--- src/hw/hub_ctrl_pkg.sv ---
// Package of constants and types for the hub port power and charge control
package hub_ctrl_pkg;

  // ----------------------------------------------------------------
  // Sizes
  // ----------------------------------------------------------------
  localparam int unsigned NUM_PORTS = 4;

  // ----------------------------------------------------------------
  // Upstream speed encoding
  // ----------------------------------------------------------------
  typedef enum logic [1:0] {
    UP_SPEED_SUPER = 2'h0,
    UP_SPEED_HIGH  = 2'h1,
    UP_SPEED_FULL  = 2'h2
  } up_speed_e;

  // ----------------------------------------------------------------
  // Charge mode encoding per port
  // ----------------------------------------------------------------
  typedef enum logic [2:0] {
    CHG_OFF                    = 3'h0,
    host_charge_handshake_mode = 3'h1,
    dedicated_charger_mode     = 3'h2,
    divider_charge_mode_first  = 3'h3,
    divider_charge_mode_second = 3'h4,
    divider_charge_mode_third  = 3'h5
  } charge_mode_e;

  // Requested charge policy while upstream is unconnected
  typedef enum logic [2:0] {
    POL_DEDICATED = 3'h0,
    POL_DIV_FIRST = 3'h1,
    POL_DIV_SECOND = 3'h2,
    POL_DIV_THIRD = 3'h3,
    POL_AUTO      = 3'h4
  } charge_policy_e;

  // ----------------------------------------------------------------
  // Timing
  // ----------------------------------------------------------------
  localparam int unsigned CLK_PERIOD_NS    = 10;
  localparam int unsigned AUTO_STEP_US     = 1000;
  localparam int unsigned AUTO_STEP_CYCLES = (AUTO_STEP_US * 1000) / CLK_PERIOD_NS;
  localparam logic [2:0]  STRAP_SETTLE     = 3'h4;  // Wait count after release; straps latch on the next edge, the fifth

  // ----------------------------------------------------------------
  // Reset values
  // ----------------------------------------------------------------
  localparam logic [NUM_PORTS-1:0] RST_POWER  = 4'h0;
  localparam logic [NUM_PORTS-1:0] RST_CHARGE = 4'h0;

endpackage : hub_ctrl_pkg

--- src/hw/hub_sync_if.sv ---
// Interface carrying synchronised pin levels between design modules
`timescale 1ns/1ps
interface hub_sync_if #(
  parameter int unsigned WIDTH = 4
);
  logic [WIDTH-1:0] raw;
  logic [WIDTH-1:0] level;

  modport sync_side (input raw, output level);
  modport user_side (output raw, input level);
endinterface : hub_sync_if

--- src/hw/hub_pin_sync.sv ---
// Three-stage pin synchroniser with agreement filter
`timescale 1ns/1ps
module hub_pin_sync #(
  parameter int unsigned WIDTH = 4
) (
  input  wire logic       i_clk,
  input  wire logic       i_resetn,
  hub_sync_if.sync_side   bus
);

  logic [WIDTH-1:0] stage1;
  logic [WIDTH-1:0] stage2;
  logic [WIDTH-1:0] stage3;
  logic [WIDTH-1:0] held;
  logic [WIDTH-1:0] next_held;

  // Accept a change once second and third stages agree
  always_comb begin
    next_held = held;
    for (int i = 0; i < WIDTH; i++) begin
      if (stage2[i] == stage3[i]) begin
        next_held[i] = stage3[i];
      end
    end
  end

  // Register the stages
  always_ff @(posedge i_clk) begin
    if (!i_resetn) begin
      stage1 <= '0;
      stage2 <= '0;
      stage3 <= '0;
      held   <= '0;
    end else begin
      stage1 <= bus.raw;
      stage2 <= stage1;
      stage3 <= stage2;
      held   <= next_held;
    end
  end

  assign bus.level = held;

endmodule : hub_pin_sync

--- src/hw/hub_port_power_charge_ctrl.sv ---
// Per-port speed, power switching and charge mode control of a four-port hub
`timescale 1ns/1ps

module hub_port_power_charge_ctrl #(
  parameter int unsigned STEP_CYCLES = hub_ctrl_pkg::AUTO_STEP_CYCLES
) (
  input  wire logic                                  i_clk,
  input  wire logic                                  i_resetn,
  input  wire logic                                  i_ganged,
  input  wire hub_ctrl_pkg::up_speed_e               i_up_speed,
  input  wire logic                                  i_up_connected,
  input  wire logic                                  i_up_configured,
  input  wire logic [hub_ctrl_pkg::NUM_PORTS-1:0]    i_power_request,
  input  wire logic [hub_ctrl_pkg::NUM_PORTS-1:0]    i_removal_ok,
  input  wire logic [hub_ctrl_pkg::NUM_PORTS-1:0]    i_overcurrent_n,
  input  wire logic [hub_ctrl_pkg::NUM_PORTS-1:0]    i_usb2_only,
  input  wire logic [hub_ctrl_pkg::NUM_PORTS-1:0]    i_power_charge_strap,
  input  wire hub_ctrl_pkg::charge_policy_e          i_charge_policy,
  output logic      [hub_ctrl_pkg::NUM_PORTS-1:0]    o_port_power,
  output logic      [hub_ctrl_pkg::NUM_PORTS-1:0]    o_port_power_oe,
  output logic      [hub_ctrl_pkg::NUM_PORTS-1:0]    o_super_enable,
  output logic      [hub_ctrl_pkg::NUM_PORTS-1:0]    o_high_enable,
  output logic      [hub_ctrl_pkg::NUM_PORTS-1:0]    o_charge_supported,
  output hub_ctrl_pkg::charge_mode_e                 o_charge_mode [hub_ctrl_pkg::NUM_PORTS]
);
  import hub_ctrl_pkg::*;

  // ----------------------------------------------------------------
  // Pin synchronisers
  // ----------------------------------------------------------------
  hub_sync_if #(.WIDTH(NUM_PORTS)) oc_bus ();
  hub_sync_if #(.WIDTH(NUM_PORTS)) strap_bus ();

  assign oc_bus.raw    = ~i_overcurrent_n;
  assign strap_bus.raw = i_power_charge_strap;

  hub_pin_sync #(.WIDTH(NUM_PORTS)) u_oc_sync (
    .i_clk    (i_clk),
    .i_resetn (i_resetn),
    .bus      (oc_bus.sync_side)
  );

  hub_pin_sync #(.WIDTH(NUM_PORTS)) u_strap_sync (
    .i_clk    (i_clk),
    .i_resetn (i_resetn),
    .bus      (strap_bus.sync_side)
  );

  logic [NUM_PORTS-1:0] oc_level;
  assign oc_level = oc_bus.level;

  // ----------------------------------------------------------------
  // Strap capture after reset release
  // ----------------------------------------------------------------
  logic [2:0]           strap_wait;
  logic [2:0]           next_strap_wait;
  logic                 strap_done;
  logic                 next_strap_done;
  logic [NUM_PORTS-1:0] next_charge_supported;

  // Wait for the synchroniser to fill, then latch the straps once
  always_comb begin
    next_strap_wait       = strap_wait;
    next_strap_done       = strap_done;
    next_charge_supported = o_charge_supported;
    if (!strap_done) begin
      if (strap_wait == STRAP_SETTLE) begin
        next_strap_done       = 1'b1;
        next_charge_supported = strap_bus.level;
      end else begin
        next_strap_wait = strap_wait + 3'h1;
      end
    end
  end

  // Register the strap capture state
  always_ff @(posedge i_clk) begin
    if (!i_resetn) begin
      strap_wait         <= 3'h0;
      strap_done         <= 1'b0;
      o_charge_supported <= RST_CHARGE;
    end else begin
      strap_wait         <= next_strap_wait;
      strap_done         <= next_strap_done;
      o_charge_supported <= next_charge_supported;
    end
  end

  // ----------------------------------------------------------------
  // Shared strap pin drive
  // ----------------------------------------------------------------
  logic [NUM_PORTS-1:0] next_port_power_oe;

  // Keep the strap pins released until the straps are latched
  always_comb begin
    next_port_power_oe = {NUM_PORTS{next_strap_done}};
  end

  // Register the pin drive enable
  always_ff @(posedge i_clk) begin
    if (!i_resetn) begin
      o_port_power_oe <= '0;
    end else begin
      o_port_power_oe <= next_port_power_oe;
    end
  end

  // ----------------------------------------------------------------
  // Power switching
  // ----------------------------------------------------------------
  logic [NUM_PORTS-1:0] power_state;
  logic [NUM_PORTS-1:0] next_power_state;
  logic                 ganged_on;
  logic                 next_ganged_on;

  // Individual or ganged power decision with overcurrent cut
  always_comb begin
    next_power_state = power_state;
    next_ganged_on   = ganged_on;
    if (!strap_done) begin
      next_power_state = '0;
      next_ganged_on   = 1'b0;
    end else if (i_ganged) begin
      if (|oc_level) begin
        next_ganged_on = 1'b0;
      end else if (|i_power_request) begin
        next_ganged_on = 1'b1;
      end else if (&i_removal_ok) begin
        next_ganged_on = 1'b0;
      end
      next_power_state = {NUM_PORTS{next_ganged_on}};
    end else begin
      for (int i = 0; i < NUM_PORTS; i++) begin
        if (oc_level[i]) begin
          next_power_state[i] = 1'b0;
        end else begin
          next_power_state[i] = i_power_request[i];
        end
      end
      next_ganged_on = |next_power_state;                            // Powered ports stay on into ganged
    end
  end

  // Register the power decision
  always_ff @(posedge i_clk) begin
    if (!i_resetn) begin
      power_state  <= RST_POWER;
      ganged_on    <= 1'b0;
      o_port_power <= RST_POWER;
    end else begin
      power_state  <= next_power_state;
      ganged_on    <= next_ganged_on;
      o_port_power <= next_power_state;
    end
  end

  // ----------------------------------------------------------------
  // Speed enables
  // ----------------------------------------------------------------
  logic [NUM_PORTS-1:0] next_super_enable;
  logic [NUM_PORTS-1:0] next_high_enable;
  logic                 up_allows_super;
  logic                 up_allows_high;

  // Upstream capability decode shared by all ports
  assign up_allows_super = (i_up_speed == UP_SPEED_SUPER);
  assign up_allows_high  = (i_up_speed != UP_SPEED_FULL);

  // Limit downstream speed to what upstream and port config allow
  always_comb begin
    for (int i = 0; i < NUM_PORTS; i++) begin
      next_super_enable[i] = strap_done && up_allows_super
                             && !i_usb2_only[i];
      next_high_enable[i]  = strap_done && up_allows_high;
    end
  end

  // Register the speed enables
  always_ff @(posedge i_clk) begin
    if (!i_resetn) begin
      o_super_enable <= '0;
      o_high_enable  <= '0;
    end else begin
      o_super_enable <= next_super_enable;
      o_high_enable  <= next_high_enable;
    end
  end

  // ----------------------------------------------------------------
  // Automatic charge sequencer
  // ----------------------------------------------------------------
  typedef enum logic [1:0] {
    AUTO_THIRD,
    AUTO_SECOND,
    AUTO_FIRST,
    AUTO_DEDICATED
  } auto_state_e;

  auto_state_e auto_state;
  auto_state_e next_auto_state;
  logic [31:0] step_count;
  logic [31:0] next_step_count;
  logic        auto_run;

  assign auto_run = strap_done && !i_up_connected && (i_charge_policy == POL_AUTO);

  // Step third, second, first divider, then stay in dedicated
  always_comb begin
    next_auto_state = auto_state;
    next_step_count = step_count;
    if (!auto_run) begin
      next_auto_state = AUTO_THIRD;
      next_step_count = '0;
    end else if (auto_state != AUTO_DEDICATED) begin
      if (step_count == STEP_CYCLES - 1) begin
        next_step_count = '0;
        case (auto_state)
          AUTO_THIRD:  next_auto_state = AUTO_SECOND;
          AUTO_SECOND: next_auto_state = AUTO_FIRST;
          AUTO_FIRST:  next_auto_state = AUTO_DEDICATED;
          default:     next_auto_state = AUTO_DEDICATED;
        endcase
      end else begin
        next_step_count = step_count + 32'h1;
      end
    end
  end

  // Register the sequencer state and step counter
  always_ff @(posedge i_clk) begin
    if (!i_resetn) begin
      auto_state <= AUTO_THIRD;
      step_count <= '0;
    end else begin
      auto_state <= next_auto_state;
      step_count <= next_step_count;
    end
  end

  // ----------------------------------------------------------------
  // Charge mode per port
  // ----------------------------------------------------------------
  charge_mode_e unconn_mode;
  charge_mode_e next_charge_mode [NUM_PORTS];
  logic         divider_allowed;

  assign divider_allowed = !i_up_connected || !i_up_configured;

  // Mode chosen for an unconnected upstream
  always_comb begin
    case (i_charge_policy)
      POL_DIV_FIRST:  unconn_mode = divider_charge_mode_first;
      POL_DIV_SECOND: unconn_mode = divider_charge_mode_second;
      POL_DIV_THIRD:  unconn_mode = divider_charge_mode_third;
      POL_AUTO: begin
        case (auto_state)
          AUTO_THIRD:  unconn_mode = divider_charge_mode_third;
          AUTO_SECOND: unconn_mode = divider_charge_mode_second;
          AUTO_FIRST:  unconn_mode = divider_charge_mode_first;
          default:     unconn_mode = dedicated_charger_mode;
        endcase
      end
      default:        unconn_mode = dedicated_charger_mode;
    endcase
  end

  // Handshake mode when connected, policy mode otherwise
  always_comb begin
    for (int i = 0; i < NUM_PORTS; i++) begin
      if (!strap_done || !o_charge_supported[i]) begin
        next_charge_mode[i] = CHG_OFF;
      end else if (i_up_connected) begin
        next_charge_mode[i] = host_charge_handshake_mode;
      end else if (divider_allowed) begin
        next_charge_mode[i] = unconn_mode;
      end else begin
        next_charge_mode[i] = dedicated_charger_mode;
      end
    end
  end

  // Register the per-port charge modes
  always_ff @(posedge i_clk) begin
    for (int i = 0; i < NUM_PORTS; i++) begin
      if (!i_resetn) begin
        o_charge_mode[i] <= CHG_OFF;
      end else begin
        o_charge_mode[i] <= next_charge_mode[i];
      end
    end
  end

endmodule : hub_port_power_charge_ctrl

--- config.mk ---
export PLATFORM = sky130hd
export DESIGN_NAME = hub_port_power_charge_ctrl
export DESIGN_NICKNAME = d
export VERILOG_FILES = /design/src/hw/hub_ctrl_pkg.sv /design/src/hw/hub_sync_if.sv /design/src/hw/hub_pin_sync.sv /design/src/hw/hub_port_power_charge_ctrl.sv
export SDC_FILE = /design/constraint.sdc
export NUM_CORES = 1
export LEC_CHECK = 0
export BUFFER_PORTS_ARGS = -buffer_cell sky130_fd_sc_hd__buf_2
export CAP_MARGIN = 0
export CORE_MARGIN = 2
export CORE_UTILIZATION = 29
export DETAILED_ROUTE_END_ITERATION = 16
export PLACE_DENSITY_LB_ADDON = 0.3
export SYNTH_ARGS = -nofsm -noshare
export SYNTH_HDL_FRONTEND = slang
export SYNTH_SLANG_ARGS = --single-unit
--- constraint.sdc ---
create_clock -name i_clk -period 4 [get_ports i_clk]
set_input_delay 0.6 -clock i_clk [delete_from_list [all_inputs] [get_ports i_clk]]
set_output_delay 0.6 -clock i_clk [all_outputs]
set_load 0.03 [all_outputs]
[After elaboration in Yosys (flattened, before gate mapping)]
Index checks and enable logic that the tools add are counted.
Cells by class
  multiplexer cells: 25
  eq/ne operators: 18
  bitwise gates (word level): 4
  reductions and logical operators: 39
  add/sub/neg operators: 2
Operators with widths (count)
  32-bit by 1-bit adder with 32-bit output, second input constant: 1
  32-bit by 17-bit == test with 1-bit output, second input constant: 1
  32-bit two-way mux: 1
  1-bit two-way mux: 18
  3-bit one-hot mux with 4 select lines: 1
  4-bit OR reduction: 3
  1-bit zero test: 11
  2-bit AND reduction: 5
  3-bit one-hot mux with 3 select lines: 1
  1-bit == test: 8
  1-bit logical AND: 8
  2-bit OR reduction: 4
  3-bit by 2-bit == test with 1-bit output, second input constant: 2
  3-bit == test, second input constant: 2
  3-bit two-way mux: 2
  1-bit logical OR: 5
  2-bit zero test: 2
  4-bit two-way mux: 1
  2-bit inequality test, second input constant: 2
  4-bit inverter: 1
  2-bit one-hot mux with 2 select lines: 1
  4-bit AND reduction: 1
  3-bit by 1-bit adder with 3-bit output, second input constant: 1
  3-bit by 1-bit == test with 1-bit output, second input constant: 1
  other kinds (3): 5
Storage, ports and cells
  flip-flop bits (word level): 97
  word-level logic and storage cells: 116
  input bits: 30

[Logic depth before layout (Yosys ltp)]
  depth after elaboration: 5
  mapped depth: 6

[Hierarchy]
From an unflattened synthesis, not the netlist that was laid out.
Second synthesis, totals
  cell total of the unflattened synthesis: 401
  area, all modules: 3721.1 µm²
By module, submodules not included
  hub_port_power_charge_ctrl: cells an instance 319, seq. area each 1281.2 µm², times used 1, area each 2757.6 µm²
  hub_pin_sync: cells an instance 41, seq. area each 320.3 µm², times used 2, area each 481.7 µm²

[Least setup slack after synthesis]
No wires, ideal clock.
  path kind: input to register
  start: input port i_charge_policy[0]
  end: register step_count[13]
  buffers on the path: 2
  data required time: 3.921 ns
  stages: 5
  slack: 2.050 ns
  arrival time: 1.870 ns
  cells stage by stage: or3b_1 -> or3_1 -> buf_6 -> buf_2 -> a211oi_2
Between the ends
  word-level cells in the longest chain between the ends: 3
RTL lines
  from (decl): line hub_port_power_charge_ctrl.sv:18  | input wire hub_ctrl_pkg::charge_policy_e i_charge_policy,
  3-bit == test: line hub_port_power_charge_ctrl.sv:205  | assign auto_run = strap_done && !i_up_connected && (i_charge_policy == POL_AUTO);
  1-bit logical AND: line hub_port_power_charge_ctrl.sv:205
  2-bit AND reduction (no source line)
  to (signal assigned): line hub_port_power_charge_ctrl.sv:236  | step_count <= next_step_count;
  to (decl): line hub_port_power_charge_ctrl.sv:201  | logic [31:0] step_count;
No other way between the ends.
A chain may end at the register's enable or synchronous reset.

[Worst setup path in the final report]
  start: register step_count[15]
  end: register step_count[24]
Between the ends
  word-level cells in the longest chain between the ends: 2
RTL lines
  32-bit by 1-bit adder with 32-bit output or 32-bit by 17-bit == test with 1-bit output (tied branches): line hub_port_power_charge_ctrl.sv:224, hub_port_power_charge_ctrl.sv:215
  32-bit two-way mux (*): line hub_port_power_charge_ctrl.sv:215  | if (step_count == STEP_CYCLES - 1) begin
Every way passes the cells marked *; elsewhere a longest branch is shown, timed or not.

==> flow_results.xml <==
<?xml version="1.0" encoding="UTF-8"?>
<metrics>
  <group name="logic_synthesis">
    <metric name="gate_count_after_technology_mapping" unit="">397</metric>
    <metric name="synth_sequential_area_ratio" unit="">0.475</metric>
    <metric name="synth_largest_area_cell" unit="">sky130_fd_sc_hd__dfxtp_1</metric>
    <metric name="synth-async-reset-ratio" unit="">0</metric>
    <metric name="mappedNetlistNets" unit="">430</metric>
    <metric name="synth_enable_flop_cells" unit="">0</metric>
    <metric name="yosysMostFrequentCell" unit="">sky130_fd_sc_hd__dfxtp_1</metric>
    <metric name="synth_top_area_frac" unit="">0.475</metric>
    <metric name="synth_common_cells" unit="">sky130_fd_sc_hd__dfxtp_1, sky130_fd_sc_hd__nand2_1, sky130_fd_sc_hd__nor2_1, sky130_fd_sc_hd__and2_1, sky130_fd_sc_hd__a211oi_2</metric>
    <metric name="netlist-cell-type-count" unit="">52</metric>
    <metric name="ys.flop_type" unit="">sky130_fd_sc_hd__dfxtp_1</metric>
    <metric name="yosys-top-cells-area" unit="">sky130_fd_sc_hd__dfxtp_1, sky130_fd_sc_hd__a211oi_2, sky130_fd_sc_hd__and2_1</metric>
    <metric name="post_synth.cell_area_avg" unit="µm²">10.2</metric>
    <metric name="synthesis.yosys.warnings" unit="">0</metric>
    <metric name="netlist_area" unit="µm²">4050</metric>
    <metric name="yosys_register_bits" unit="">96</metric>
  </group>
  <group name="routing">
    <metric name="vias" unit="">3011</metric>
    <metric name="detail_route.vias_per_cell" unit="">4.78</metric>
    <metric name="routed_wire_length_per_instance" unit="µm">11.8</metric>
    <metric name="drt_wirelength" unit="µm">7460</metric>
    <metric name="drcViolationCount" unit="">0</metric>
    <metric name="drt_first_pass_iters" unit="">4</metric>
    <metric name="route.antenna.remaining_nets" unit="">0</metric>
    <metric name="drtIter0Drc" unit="">167</metric>
  </group>
  <group name="sta">
    <metric name="final_min_period_over_clock_period" unit="">0.559</metric>
    <metric name="slew_headroom" unit="">0.592</metric>
    <metric name="finalCriticalPeriod" unit="ns">2.24</metric>
    <metric name="rsz0062_at_grt" unit="">false</metric>
    <metric name="hold_viol_final" unit="">0</metric>
    <metric name="tns" unit="ns">0</metric>
    <metric name="final.setup_skew" unit="ns">0.0101</metric>
    <metric name="worst-slew-pin-transition" unit="ns">0.610</metric>
    <metric name="setup_violating_endpoint_count_in_the_final_report" unit="">0</metric>
    <metric name="slew_viol_final" unit="">0</metric>
    <metric name="max_freq" unit="MHz">447</metric>
  </group>
  <group name="layout">
    <metric name="final-seq-area" unit="µm²">1920</metric>
    <metric name="finish.net_count" unit="">478</metric>
    <metric name="final_area" unit="µm²">4680</metric>
    <metric name="syn_to_final_growth" unit="%">15.8</metric>
    <metric name="n_fill_cell" unit="">1413</metric>
    <metric name="proportion_of_layout_cells_with_a_drive_suffix_above_1" unit="">0.262</metric>
    <metric name="multi_input_area" unit="µm²">1900</metric>
    <metric name="diodes" unit="">0</metric>
  </group>
  <group name="setup_path">
    <metric name="timing.rr.start" unit="">step_count[15]</metric>
    <metric name="crit_required" unit="ns">4.26</metric>
    <metric name="r2r_end" unit="">step_count[24]</metric>
    <metric name="cpPeakStageDelay" unit="ns">0.68</metric>
    <metric name="critPathLaunchType" unit="">register</metric>
    <metric name="number_of_cell_instances_on_the_worst_register_to_register_path" unit="">4</metric>
    <metric name="timing.critical_path.arrival" unit="ns">2.50</metric>
    <metric name="crit_path_top_delay_cell" unit="">sky130_fd_sc_hd__or4_1</metric>
    <metric name="critPathCaptureType" unit="">register</metric>
    <metric name="ff2ff_setup_slack" unit="ns">1.76</metric>
    <metric name="worstPathCellList" unit="">and4_1 &gt; nand4_1 &gt; or4_1 &gt; a211oi_2</metric>
    <metric name="critPathMaxFanout" unit="">17</metric>
    <metric name="crit_type" unit="">reg2reg</metric>
  </group>
  <group name="clocking">
    <metric name="numCtsBuffers" unit="">9</metric>
    <metric name="clock_insertion_delay_worst_skew" unit="ns">0.34</metric>
    <metric name="cts-root-to-sink-buffers" unit="">2</metric>
    <metric name="cts_tree" unit="">done</metric>
    <metric name="cts-hold-fix-buffers" unit="">0</metric>
    <metric name="master_cell_of_the_clock_root_buffer" unit="">sky130_fd_sc_hd__clkbuf_16</metric>
    <metric name="ctsResizeCount" unit="">0</metric>
    <metric name="postCtsSetupBuffers" unit="">0</metric>
    <metric name="cts_num_sinks" unit="">96</metric>
    <metric name="ctsHtreeMaxLevel" unit="">3</metric>
    <metric name="clk_pin_slew" unit="ns">0.07</metric>
  </group>
  <group name="die">
    <metric name="floorplan.initialDensity" unit="">0.294</metric>
    <metric name="die_y" unit="µm">122</metric>
    <metric name="rows" unit="">43</metric>
    <metric name="die_area" unit="µm²">14900</metric>
    <metric name="coreArea" unit="µm²">13800</metric>
    <metric name="die_w" unit="µm">122</metric>
    <metric name="boundaryPins" unit="">62</metric>
  </group>
  <group name="global_route">
    <metric name="grt_start_max_net_pins" unit="">43</metric>
    <metric name="grt_antenna_before_repair" unit="">0</metric>
    <metric name="overflow" unit="">0</metric>
    <metric name="vias_in_the_first_global_route" unit="">2731</metric>
    <metric name="grt_util_all_layers" unit="">0.105</metric>
    <metric name="grt_first_pass_wirelength" unit="µm">12600</metric>
  </group>
  <group name="placement">
    <metric name="globalplace.congestion" unit="">0.753</metric>
    <metric name="place_area" unit="µm²">4380</metric>
    <metric name="place.detailed.hpwl" unit="µm">5250</metric>
    <metric name="placement.io_buffers" unit="">60</metric>
  </group>
  <group name="min_path">
    <metric name="hold_path_depth" unit="">2</metric>
    <metric name="min_to" unit="">u_oc_sync.stage1[2]</metric>
    <metric name="worstHoldPathType" unit="">in2reg</metric>
    <metric name="hold_path_startpoint" unit="">i_overcurrent_n[2]</metric>
  </group>
  <group name="pwr">
    <metric name="internal_power" unit="mW">1.52</metric>
    <metric name="pwr_per_cell_area" unit="nW/µm²">423</metric>
    <metric name="cellLeakagePower" unit="nW">1.66</metric>
    <metric name="p_comb_frac" unit="">0.061</metric>
    <metric name="part_of_the_power_in_the_clock_network" unit="">0.437</metric>
    <metric name="sequentialPowerShare" unit="">0.501</metric>
    <metric name="ir_worst_vdd" unit="µV">202</metric>
    <metric name="total_switching_power" unit="mW">0.459</metric>
    <metric name="swShare" unit="">0.231</metric>
  </group>
  <group name="run">
    <metric name="drv.max_cap_violation_count" unit="">0</metric>
  </group>
  <group name="status">
    <metric name="run_status" unit="">finished, final reports clean</metric>
  </group>
</metrics>
[power by group through the flow]
| stage | Sequential [mW] | Combinational, mW | Clock [mW] |
|---|---|---|---|
| finish | 0.994 | 0.122 | 0.867 |
| detailed placement | 1.02 | 0.123 | 0 |
| global placement | 1.01 | 0.120 | 0 |
| global route | 0.997 | 0.138 | 0.937 |
| CTS | 0.994 | 0.124 | 0.894 |
| floorplan | 1.02 | 0.0913 | 0 |
[metal layers]
layer  part of all wire  wire, µm  track usage
met1               0.49      3650        0.132
met2               0.45      3350        0.169
met3              0.040       301       0.0173
met4              0.022       161       0.0654
met5                  0         0            0
[kinds of logic (layout without fill, tap and decap cells)]
family | count (synthesis) | in the layout | share of synthesized area
compound gates | 74 | 74 | 0.150
xor+xnor | 12 | 12 | 0.0260
fa+ha+maj | 3 | 3 | 0.00928
buf+inv | 31 | 84 | 0.0557
flops | 96 | 96 | 0.475
mux | 5 | 5 | 0.0124
simple gates | 176 | 176 | 0.272
[flip-flops by register name (all words and copies together), names as in the netlist, 2 cells and up]
signal                  flops
u_strap_sync.stage1         4
o_super_enable              4
step_count                 32
u_strap_sync.stage3         4
u_strap_sync.stage2         4
o_charge_mode              12
o_charge_supported          4
u_oc_sync.stage2            4
strap_wait                  3
auto_state                  2
o_port_power                4
u_oc_sync.stage3            4
u_oc_sync.bus.level         4
u_oc_sync.stage1            4
u_strap_sync.bus.level      4
[final cells by class]
class,instances,share of cell area
Sequential cell,96,0.410
Clock inverter,7,0.0171
Inverter,7,0.00561
Clock buffer,9,0.0481
Multi-Input combinational cell,270,0.405
Tap cell,180,0.0481
Timing Repair Buffer,61,0.0657
[cells in the final DEF, fill, tap and decap left out, types with 4 or more instances in the layout]
cell	count
sky130_fd_sc_hd__nor3_1	5
sky130_fd_sc_hd__a211oi_2	18
sky130_fd_sc_hd__nor2b_1	10
sky130_fd_sc_hd__inv_1	7
sky130_fd_sc_hd__mux2i_1	5
sky130_fd_sc_hd__or4_1	14
sky130_fd_sc_hd__o21ai_0	12
sky130_fd_sc_hd__nand2_1	27
sky130_fd_sc_hd__a21oi_1	9
sky130_fd_sc_hd__or3_1	4
sky130_fd_sc_hd__xnor2_1	7
sky130_fd_sc_hd__and2_1	23
sky130_fd_sc_hd__and3_1	4
sky130_fd_sc_hd__o31ai_1	14
sky130_fd_sc_hd__buf_2	60
sky130_fd_sc_hd__clkbuf_16	9
sky130_fd_sc_hd__a21boi_0	8
sky130_fd_sc_hd__o21a_1	5
sky130_fd_sc_hd__nand3_1	10
sky130_fd_sc_hd__nor2_1	24
sky130_fd_sc_hd__nor3_2	11
sky130_fd_sc_hd__nand4_1	10
sky130_fd_sc_hd__dfxtp_1	96
sky130_fd_sc_hd__xor2_1	5
sky130_fd_sc_hd__nor4_1	6
sky130_fd_sc_hd__nand2b_1	5
sky130_fd_sc_hd__and4_1	7
[metrics by stage]
stage | cells | setup WS, ns | hold WS, ns | power [mW] | util
global placement | 614 | 1.74 | 0.414 | 1.13 | 0.318
CTS | 630 | 1.77 | 0.388 | 2.01 | 0.340
detailed placement | 614 | 1.67 | 0.423 | 1.14 | 0.318
floorplan | 397 | 2.05 | 0.412 | 1.11 | -
finish | 630 | 1.76 | 0.399 | 1.98 | 0.340
global route | 630 | 1.54 | 0.392 | 2.07 | 0.340
[worst max-delay path: cells and delay by family, from the launching register on]
kind	cells	cell delay, ns
and+or+nand+nor	3	1.48
AOI/OAI and AO/OA	1	0.21
DFF	1	0.46
[worst max path at each step]
stage                                  start  slack (ns)  cells past startpoint              to
after floorplan           i_charge_policy[0]        2.05                      5  step_count[13]
after global placement              i_resetn        1.74                      5  step_count[28]
after detailed placement            i_resetn        1.67                      5  step_count[28]
after CTS                     step_count[15]        1.77                      4  step_count[24]
after global routing           step_count[6]        1.54                      4  step_count[24]
final                         step_count[15]        1.76                      4  step_count[24]
Power figures use the tool's default switching activity.
